<file path="src/dlocf_map.svh">
`ifndef DLOCF_MAP_SVH
`define DLOCF_MAP_SVH
`define DLOCF_FRAME_BITS 32
`define DLOCF_CMD_HI 27
`define DLOCF_CMD_LO 24
`define DLOCF_CMD_LOAD_OVR 4'h6
`define DLOCF_CMD_CLR_SEL 4'h5
`define DLOCF_CMD_WRITE_UPD 4'h3
`define DLOCF_CLR_CODE_00 16'h0000
`define DLOCF_CLR_CODE_01 16'h8000
`define DLOCF_CLR_CODE_10 16'hffff
`define DLOCF_MASK_RESET 4'h0
`define DLOCF_CLR_RESET 16'h0000
`define DLOCF_SCLK_HALF 4
// controller register byte addresses
`define DLOCF_ADR_FRAME 4'h0
`define DLOCF_ADR_STATUS 4'h4
`endif

</file>
<file path="src/dlocf_pkg.sv">
package dlocf_pkg;
  typedef logic [31:0] dlocf_frame_t;
  typedef logic [15:0] dlocf_code_t;
  typedef logic [3:0] dlocf_mask_t;
endpackage

</file>
<file path="src/dlocf_link_if.sv">
`timescale 1ns/1ps
interface dlocf_link_if;
  logic sclk;
  logic sdin;
  logic sync_n;
  modport host (output sclk, output sdin, output sync_n);
  modport device (input sclk, input sdin, input sync_n);
endinterface // dlocf_link_if

</file>
<file path="src/dlocf_skid.sv">
`timescale 1ns/1ps
module dlocf_skid (
  input wire logic clk_i,
  input wire logic rst_i,
  input wire logic in_valid_i,
  output logic in_ready_o,
  input wire dlocf_pkg::dlocf_frame_t in_data_i,
  output logic out_valid_o,
  input wire logic out_ready_i,
  output dlocf_pkg::dlocf_frame_t out_data_o
);
  import dlocf_pkg::*;
  // ************
  // two-entry buffer
  // ************
  dlocf_frame_t mem_reg [2];
  logic wp_reg, rp_reg;
  logic [1:0] cnt_reg;
  wire push = in_valid_i && in_ready_o;
  wire pop = out_valid_o && out_ready_i;
  assign in_ready_o = cnt_reg != 2'd2;
  assign out_valid_o = cnt_reg != 2'd0;
  assign out_data_o = mem_reg[rp_reg];
  always_ff @(posedge clk_i) begin
    if (push) mem_reg[wp_reg] <= in_data_i;
  end
  always_ff @(posedge clk_i) begin
    if (rst_i) begin
      wp_reg <= 1'b0;
      rp_reg <= 1'b0;
      cnt_reg <= 2'd0;
    end else begin
      if (push) wp_reg <= ~wp_reg;
      if (pop) rp_reg <= ~rp_reg;
      cnt_reg <= cnt_reg + {1'b0, push} - {1'b0, pop};
    end
  end
endmodule // dlocf_skid

</file>
<file path="src/dlocf_host.sv">
`timescale 1ns/1ps
`include "dlocf_map.svh"
module dlocf_host (
  input wire logic clk_i,
  input wire logic rst_i,
  input wire logic [3:0] wb_adr_i,
  input wire logic [31:0] wb_dat_i,
  output logic [31:0] wb_dat_o,
  input wire logic wb_we_i,
  input wire logic [3:0] wb_sel_i,
  input wire logic wb_cyc_i,
  input wire logic wb_stb_i,
  output logic wb_ack_o,
  dlocf_link_if.host link
);
  import dlocf_pkg::*;
  // ************
  // wishbone slave
  // ************
  logic ack_reg;
  logic [31:0] rd_reg;
  logic q_valid, q_ready, f_valid, f_ready;
  dlocf_frame_t f_data;
  wire req = wb_cyc_i && wb_stb_i && !ack_reg;
  wire wr_frame = req && wb_we_i && wb_adr_i == `DLOCF_ADR_FRAME && (&wb_sel_i);
  // a frame write waits for buffer room, so no full-word write (all four byte selects set) is ever dropped
  wire take = req && !(wr_frame && !q_ready);
  assign q_valid = wr_frame;
  assign wb_ack_o = ack_reg;
  assign wb_dat_o = rd_reg;
  typedef enum {idle, shift, done} dlocf_hst_t;
  dlocf_hst_t st_reg;
  always_ff @(posedge clk_i) begin
    if (rst_i) begin
      ack_reg <= 1'b0;
      rd_reg <= 32'h0;
    end else begin
      ack_reg <= take;
      if (take && !wb_we_i) rd_reg <= (wb_adr_i == `DLOCF_ADR_STATUS) ?
          {30'h0, f_valid, st_reg != idle} : 32'h0;
    end
  end
  dlocf_skid u_buf (
    .clk_i(clk_i),
    .rst_i(rst_i),
    .in_valid_i(q_valid && take),
    .in_ready_o(q_ready),
    .in_data_i(wb_dat_i),
    .out_valid_o(f_valid),
    .out_ready_i(f_ready),
    .out_data_o(f_data)
  );
  // ************
  // serial master: clock idles low, data changes on rising edge
  // ************
  // the msb is already on the wire when sync falls, so the first rising edge
  // must not shift, and every later bit settles a half period before its fall
  logic [2:0] div_reg;
  logic [5:0] bit_reg;
  dlocf_frame_t sh_reg;
  logic sclk_reg, sync_n_reg;
  assign f_ready = st_reg == idle;
  assign link.sclk = sclk_reg;
  assign link.sdin = sh_reg[31];
  assign link.sync_n = sync_n_reg;
  always_ff @(posedge clk_i) begin
    if (rst_i) begin
      st_reg <= idle;
      div_reg <= 3'd0;
      bit_reg <= 6'd0;
      sh_reg <= 32'h0;
      sclk_reg <= 1'b0;
      sync_n_reg <= 1'b1;
    end else begin
      unique case (st_reg)
        idle: begin
          sclk_reg <= 1'b0;
          sync_n_reg <= 1'b1;
          if (f_valid) begin
            sh_reg <= f_data;
            sync_n_reg <= 1'b0;
            div_reg <= 3'd0;
            bit_reg <= 6'd0;
            st_reg <= shift;
          end
        end
        shift: begin
          // sync stays low across all four bytes
          if (div_reg == 3'(`DLOCF_SCLK_HALF - 1)) begin
            div_reg <= 3'd0;
            sclk_reg <= ~sclk_reg;
            if (sclk_reg) begin
              bit_reg <= bit_reg + 6'd1;
              if (bit_reg == 6'(`DLOCF_FRAME_BITS - 1)) st_reg <= done;
            end else if (bit_reg != 6'd0) begin
              sh_reg <= {sh_reg[30:0], 1'b0};
            end
          end else begin
            div_reg <= div_reg + 3'd1;
          end
        end
        done: begin
          // sync rises a half period after the last fall, then stays high a
          // half period more so the device sees the frame boundary
          if (div_reg == 3'(`DLOCF_SCLK_HALF - 1)) begin
            div_reg <= 3'd0;
            sync_n_reg <= 1'b1;
            if (sync_n_reg) st_reg <= idle;
          end else begin
            div_reg <= div_reg + 3'd1;
          end
        end
      endcase
    end
  end
endmodule // dlocf_host

</file>
<file path="src/flat_wrapper.sv">
// flat-port wrapper written by rule: the top's interface ports become plain ports
module dlocf_host_flat import dlocf_pkg::*;
  (clk_i, rst_i, wb_adr_i, wb_dat_i, wb_dat_o, wb_we_i, wb_sel_i, wb_cyc_i, wb_stb_i, wb_ack_o, link_sclk, link_sdin, link_sync_n);
  dlocf_link_if link_i ();
  input wire logic clk_i;
  input wire logic rst_i;
  input wire logic [3:0] wb_adr_i;
  input wire logic [31:0] wb_dat_i;
  output logic [31:0] wb_dat_o;
  input wire logic wb_we_i;
  input wire logic [3:0] wb_sel_i;
  input wire logic wb_cyc_i;
  input wire logic wb_stb_i;
  output logic wb_ack_o;
  output wire logic [$bits(link_i.sclk)-1:0] link_sclk;
  output wire logic [$bits(link_i.sdin)-1:0] link_sdin;
  output wire logic [$bits(link_i.sync_n)-1:0] link_sync_n;
  assign link_sclk = link_i.sclk;
  assign link_sdin = link_i.sdin;
  assign link_sync_n = link_i.sync_n;
  dlocf_host u_core (.clk_i(clk_i), .rst_i(rst_i), .wb_adr_i(wb_adr_i), .wb_dat_i(wb_dat_i), .wb_dat_o(wb_dat_o), .wb_we_i(wb_we_i), .wb_sel_i(wb_sel_i), .wb_cyc_i(wb_cyc_i), .wb_stb_i(wb_stb_i), .wb_ack_o(wb_ack_o), .link(link_i));
endmodule
</file>
<file path="config.mk">
export PLATFORM = sky130hd
export DESIGN_NAME = dlocf_host_flat
export DESIGN_NICKNAME = d
export VERILOG_FILES = /design/src/dlocf_pkg.sv /design/src/dlocf_link_if.sv /design/src/dlocf_skid.sv /design/src/dlocf_host.sv /design/src/flat_wrapper.sv
export VERILOG_INCLUDE_DIRS = /design/src /design/src/src
export SDC_FILE = /design/constraint.sdc
export NUM_CORES = 1
export LEC_CHECK = 0
export BUFFER_PORTS_ARGS = -buffer_cell sky130_fd_sc_hd__buf_2
export CAP_MARGIN = 30
export CORE_MARGIN = 10
export CORE_UTILIZATION = 40
export CTS_BUF_LIST = sky130_fd_sc_hd__clkbuf_8
export CTS_CLUSTER_DIAMETER = 150
export DETAILED_ROUTE_END_ITERATION = 10
export GPL_TIMING_DRIVEN = 0
export SYNTH_ARGS = -nofsm -noshare
export SYNTH_HDL_FRONTEND = slang
export SYNTH_SLANG_ARGS = --single-unit
</file>
<file path="constraint.sdc">
create_clock -name clk_i -period 6.2 [get_ports clk_i]
set_input_delay 0 -clock clk_i [delete_from_list [all_inputs] [get_ports clk_i]]
set_output_delay 0 -clock clk_i [all_outputs]
set_load 0.01 [all_outputs]
</file>
### Word level (Yosys, flattened, before mapping)

Memory sizes are Yosys's and may differ from the RTL's. A register that Yosys moved wholly into a read port is not among the register bits.
Cells that the tools add are included.

| storage, ports and cells | value |
|---|---|
| bits in latches | 0 |
| memories | 1 |
| word-level logic and storage cells | 92 |
| bits in read-only memories | 0 |
| output and inout bits | 36 |
| input port bits | 45 |
| RAM bits | 64 |
| flip-flop bits (word level) | 112 |

| operators by class | value |
|---|---|
| reductions and logical operators | 30 |
| bitwise gates (word level) | 3 |
| div/mod/pow operators | 0 |
| shift-type cells | 0 |
| add/sub/neg operators | 4 |
| $lt $le $gt $ge | 0 |
| equal/unequal tests | 14 |
| mux-type cells | 29 |
| $mul | 0 |

Memories:

| name | depth | width | rd ports | clocked after Yosys merged registers in | write ports | line | RTL |
|---|---|---|---|---|---|---|---|
| u_core.u_buf.mem_reg | 2 | 32 | 1 | 1 | 1 | dlocf_skid.sv:16 | `dlocf_frame_t mem_reg [2];` |

Operators with widths:

| operator | count |
|---|---|
| two-way mux 32 bit | 10 |
| case mux 32 bit (3 select lines) | 1 |
| logical NOT 32 bit | 2 |
| case mux 32 bit (2 select lines) | 1 |
| == test 32 x 1 -> 1 bit, second input constant | 1 |
| == test 32 x 2 -> 1 bit, second input constant | 1 |
| nonzero test 32 bit | 1 |
| two-way mux 6 bit | 3 |
| inequality test 2 x 1 -> 1 bit, second input constant | 7 |
| case mux 6 bit (2 select lines) | 1 |
| logical AND 1 bit | 11 |
| AND reduction 4 bit | 2 |
| two-way mux 1 bit | 7 |
| adder 6 x 1 -> 6 bit, second input constant | 1 |
| == test 6 x 5 -> 1 bit, second input constant | 1 |
| two-way mux 3 bit | 2 |
| case mux 3 bit (2 select lines) | 1 |
| AND reduction 6 bit | 1 |
| nonzero test 2 bit | 3 |
| nonzero test 6 bit | 1 |
| AND reduction 5 bit | 1 |
| == test 4 x 3 -> 1 bit, second input constant | 1 |
| logical NOT 1 bit | 4 |
| logical NOT 4 bit | 1 |
| other kinds (10) | 15 |

### Logic depth before layout (Yosys ltp)

| depth | value |
|---|---|
| depth in word-level cells | 12 |
| depth in mapped cells | 9 |
| mapped depth without buffers | 9 |

### Cells and area by module

A second synthesis with hierarchy kept.

| unflattened totals | value |
|---|---|
| cell total of the unflattened synthesis | 440 |
| area, all modules | 5,432.7 µm² |

By module, submodules not included:

| module | cells each | area an instance (µm²) | seq. area each (µm²) | instances |
|---|---|---|---|---|
| dlocf_host | 316 | 2,755.1 | 960.9 | 1 |
| dlocf_skid | 124 | 2,677.6 | 2,021.9 | 1 |

### Worst setup path before layout

Ideal clock, no wire load.

| path | value |
|---|---|
| path type | input to register |
| start | input port wb_adr_i[1] |
| end | memory u_core.u_buf.mem_reg[0][0] in the netlist's numbering, enable pin |
| path slack | 3.614 ns |
| path buffers | 0 |
| setup time | 0.421 ns |
| cell stages on the path | 4 |
| arrival | 2.165 ns |
| path through | or3_1 -> nor4b_2 -> nand2_2 -> nor2_1 |

| between the ends | value |
|---|---|
| longest elaborated chain between the ends | 10 |

Ends and longest elaborated chain:

| element | line | RTL |
|---|---|---|
| start, declared | flat_wrapper.sv:7 | `input wire logic [3:0] wb_adr_i;` |
| logical NOT 4 bit (no line) (*) | -- |  |
| logical AND 1 bit (no line) (*) | -- |  |
| logical AND 1 bit (*) | dlocf_host.sv:25 | `` wire wr_frame = req && wb_we_i && wb_adr_i == `DLOCF_ADR_FRAME && (&wb_sel_i); `` |
| logical AND 1 bit | dlocf_host.sv:27 | `wire take = req && !(wr_frame && !q_ready);` |
| logical NOT 1 bit | dlocf_host.sv:27 |  |
| logical AND 1 bit | dlocf_host.sv:27 |  |
| logical AND 1 bit (*) | dlocf_host.sv:46 | `.in_valid_i(q_valid && take),` |
| logical AND 1 bit (*) | dlocf_skid.sv:19 | `wire push = in_valid_i && in_ready_o;` |
| two-way mux 1 bit (*) | dlocf_skid.sv:25 | `if (push) mem_reg[wp_reg] <= in_data_i;` |
| two-way mux 1 bit (not written as such) (*) | dlocf_skid.sv:25 |  |
| end, declared | dlocf_skid.sv:16 |  |

Mark *: on every way between the ends. The rest lies on a longest branch, timed or not.

### Final worst setup path

| path | value |
|---|---|
| start | input port wb_adr_i[3] |
| end | memory u_core.u_buf.mem_reg[0][26] in the netlist's numbering, enable pin |

The elaborated chain is that of the path after synthesis.

==> metrics.csv <==
metric;value;unit
status;finished clean;
clock skew;0.00959;ns
synth warn;0;
CTS HTree Levels;4;
Leak;2.51;nW
final hold violations;0;
total grt overflow;0;
Die W;135;µm
Routed Antenna Nets;0;
synthesized flop and latch total;117;
xor and xnor area share after synthesis;0.00833;
Reg area;2980;µm²
PostCTS Resize Cnt;0;
fin crit share;0.345;
# DRC;0;
max FFs per register;64;
CP required;6.33;ns
setup ws final;4.06;ns
Data arrival, critical path;2.27;ns
CP delay by family, top;simple AND/OR/NAND/NOR gates;
all-layer global routing usage;0.130;
asr flop ratio synth;0;
min Tclk post-route;2.14;ns
Clock Pin Slew Worst Setup and Hold Paths;0.07;ns
largest net degree at the start of global routing;18;
adder-cell share of the synthesized area;0.0190;
Design Area, Final;6740;µm²
port bufs;49;
die area;18100;µm²
Sequential Power Share;0.374;
fin nets;671;
routed wire length;11600;µm
number of synthesized flops with an enable pin;64;
Clock Power Share;0.323;
synth unique cells;50;
CP startpoint kind;input pin;
Comb pwr share;0.302;
Routability Congestion;0.773;
VDD IR max;0.187;mV
slowest stage cell, crit path;dlygate4sd3_1;
worst-path cell chain;dlygate4sd3_1 -> buf_2 -> or3_1 -> nor4b_2 -> nand2_2 -> nor2_4 -> buf_16;
measured slew at the worst slew-check pin;0.601;ns
clk_lat worst skew;0.42;ns
vias in the first global route;3946;
Post-Syn Area;5260;µm²
fraction of layout cells with a size suffix above 1;0.230;
syn avg cell area;10.9;µm²
cell internal pwr;1.76;mW
wire length per cell;14.5;µm
Root Buffer;clkbuf_8;
clock sink count;117;
DR vias/cell;4.93;
Synth Area in Simple Gates;0.118;
Slew HR;0.598;
HP Class;in -> reg;
CP max stage delay;0.54;ns
Post-DP Area;5900;µm²
Max FO, Critical Path;17;
area grow syn2layout;28.1;%
DR pass1 iterations;5;
CP Buf/Inv Count;3;
fin cells;803;
Setup violations, final;0;
Max Cap Viol;0;
Antenna diodes;0;
pre-CTS WS;4.09;ns
top_reg_cell synth;edfxtp_1;
max-slew violation count;0;
CTS buffer count;17;
Setup crit end kind;flop;
DR iter-0 viols;289;
Post-Place Cells;735;
complex-gate fraction of the synthesized area;0.129;
Sum Neg Setup Slack;0;ns
antenna violations before repair;0;
RSZ-0062 raised after global routing;no;
post-synthesis sequential area ratio;0.567;
first-pass GRT wire length;19200;µm
detailed-route via count;3958;
HPWL Detailed;8170;µm
Psw;0.807;mW
Cell Rows;41;
Chip Height;135;µm
core area;12800;µm²
effective utilization at floorplan;0.412;
largest family of logic cells by synthesized area;compound AO/OA/AOI/OAI gates;
PD cells;382;nW/µm²
CTS tree;built;
critical path class;in -> reg;
mux contribution to synthesized area;0.0700;
Ports;81;
fmax;467;MHz
switching share of power;0.314;
Mapped Cells;483;
multi-input logic area;1940;µm²
Filler Cell Count;1137;
CTS Buffer Depth;2;
-- worst paths after layout --
path,startpoint,endpoint,slack [ns],cells past startpoint
max,wb_adr_i[3],u_core.u_buf.mem_reg[0][26]$_DFFE_PP_,4.06,7
min,wb_cyc_i,u_core.wb_dat_o[1]$_SDFFE_PP0P_,0.04,4
max reg2reg,u_core.st_reg[1]$_SDFFE_PP0P_,u_core.sh_reg[3]$_SDFFE_PP0P_,4.19,8
min reg2reg,u_core.div_reg[1]$_SDFFE_PP0N_,u_core.div_reg[1]$_SDFFE_PP0N_,0.46,2
-- logic make-up (layout without fill, tap and decap cells) --
group	after synthesis	in the layout
xor+xnor	5	5
compound gates	121	121
mux	36	36
other cells	1	30
buf+inv	73	192
simple gates	122	122
flops	117	117
fa+ha+maj	8	8
-- layer usage --
| metal | track usage | vias to the layer above | share of wire |
|---|---|---|---|
| met1 | 0.154 | 1878 | 0.45 |
| met5 | 0 | - | 0 |
| met3 | 0.0386 | 12 | 0.050 |
| met4 | 0.0490 | 0 | 0.012 |
| met2 | 0.218 | 110 | 0.49 |
| li1 | - | 1958 | - |
-- placed cells by master (no fill, tap or decap), drive strengths merged, types with 2 or more instances in the layout --
cell / instances
a21oi: 39
a31oi: 2
buf: 104
bufinv: 6
clkbuf: 28
clkinv: 6
conb: 30
dfxtp: 53
dlygate4sd3: 36
edfxtp: 64
ha: 8
inv: 11
mux2: 3
mux2i: 33
nand2: 41
nand2b: 6
nand3: 34
nand4: 4
nor2: 16
nor2b: 2
nor3: 3
nor3b: 3
nor4b: 2
o211ai: 3
o21a: 2
o21ai: 66
or4: 2
xnor2: 3
xor2: 2
-- timing repair --
item                      in CTS  in global routing
hold endpoints to repair      67                  0
hold buffers                  36                  0
setup buffers                  0                  0
-- through the flow --
stage,hold slack [ns],power (mW),utilization
floorplan,0.0989,1.55,-
global placement,0.187,1.71,0.456
detailed placement,0.191,1.74,0.462
CTS,0.0140,2.59,0.528
global route,0.0665,2.73,0.528
finish,0.0390,2.57,0.528
-- cell usage after synthesis, types with 2 or more instances --
| cell | n | area [µm²] |
|---|---|---|
| or4_1 | 2 | 15.0 |
| inv_1 | 10 | 37.5 |
| buf_1 | 3 | 11.3 |
| o21ai_0 | 65 | 325 |
| dfxtp_1 | 53 | 1060 |
| nand2_1 | 40 | 150 |
| xnor2_1 | 3 | 26.3 |
| nand4_1 | 4 | 25.0 |
| ha_1 | 8 | 100 |
| a21oi_1 | 39 | 195 |
| nor3_1 | 3 | 15.0 |
| buf_4 | 32 | 240 |
| mux2i_1 | 33 | 330 |
| nand2b_1 | 6 | 37.5 |
| nor4b_2 | 2 | 30.0 |
| a31oi_1 | 2 | 12.5 |
| o211ai_1 | 3 | 22.5 |
| clkbuf_1 | 10 | 37.5 |
| buf_2 | 11 | 55.1 |
| nor3b_1 | 3 | 22.5 |
| edfxtp_1 | 64 | 1920 |
| buf_6 | 7 | 78.8 |
| nor2b_1 | 2 | 12.5 |
| mux2_2 | 2 | 22.5 |
| xor2_1 | 2 | 17.5 |
| nor2_1 | 16 | 60.1 |
| o21a_1 | 2 | 15.0 |
| nand3_1 | 34 | 170 |
-- final cells by class --
class	count	share of cell area
timing repair buffer	87	0.0980
buffer	63	0.0628
multi-input combinational	322	0.288
inverter	10	0.00557
clock buffer	18	0.0368
tap	172	0.0319
sequential	117	0.443
clock inverter	14	0.0345
-- power by group through the flow --
| stage | Sequential (mW) | Clock, mW | Combinational, mW |
|---|---|---|---|
| 2_1_floorplan | 0.967 | 0 | 0.580 |
| 3_3_place_gp | 0.973 | 0 | 0.735 |
| 3_5_place_dp | 0.979 | 0 | 0.759 |
| 4_1_cts | 0.963 | 0.851 | 0.779 |
| 5_1_grt | 0.973 | 0.889 | 0.871 |
| 6_report | 0.963 | 0.831 | 0.778 |
-- tightest hold or removal path, cell delays in order --
cell,delay [ns]
buf_2,0.10
nand4bb_1,0.16
a21oi_1,0.09
nor2_1,0.07
(Power assumes the default switching activity.)
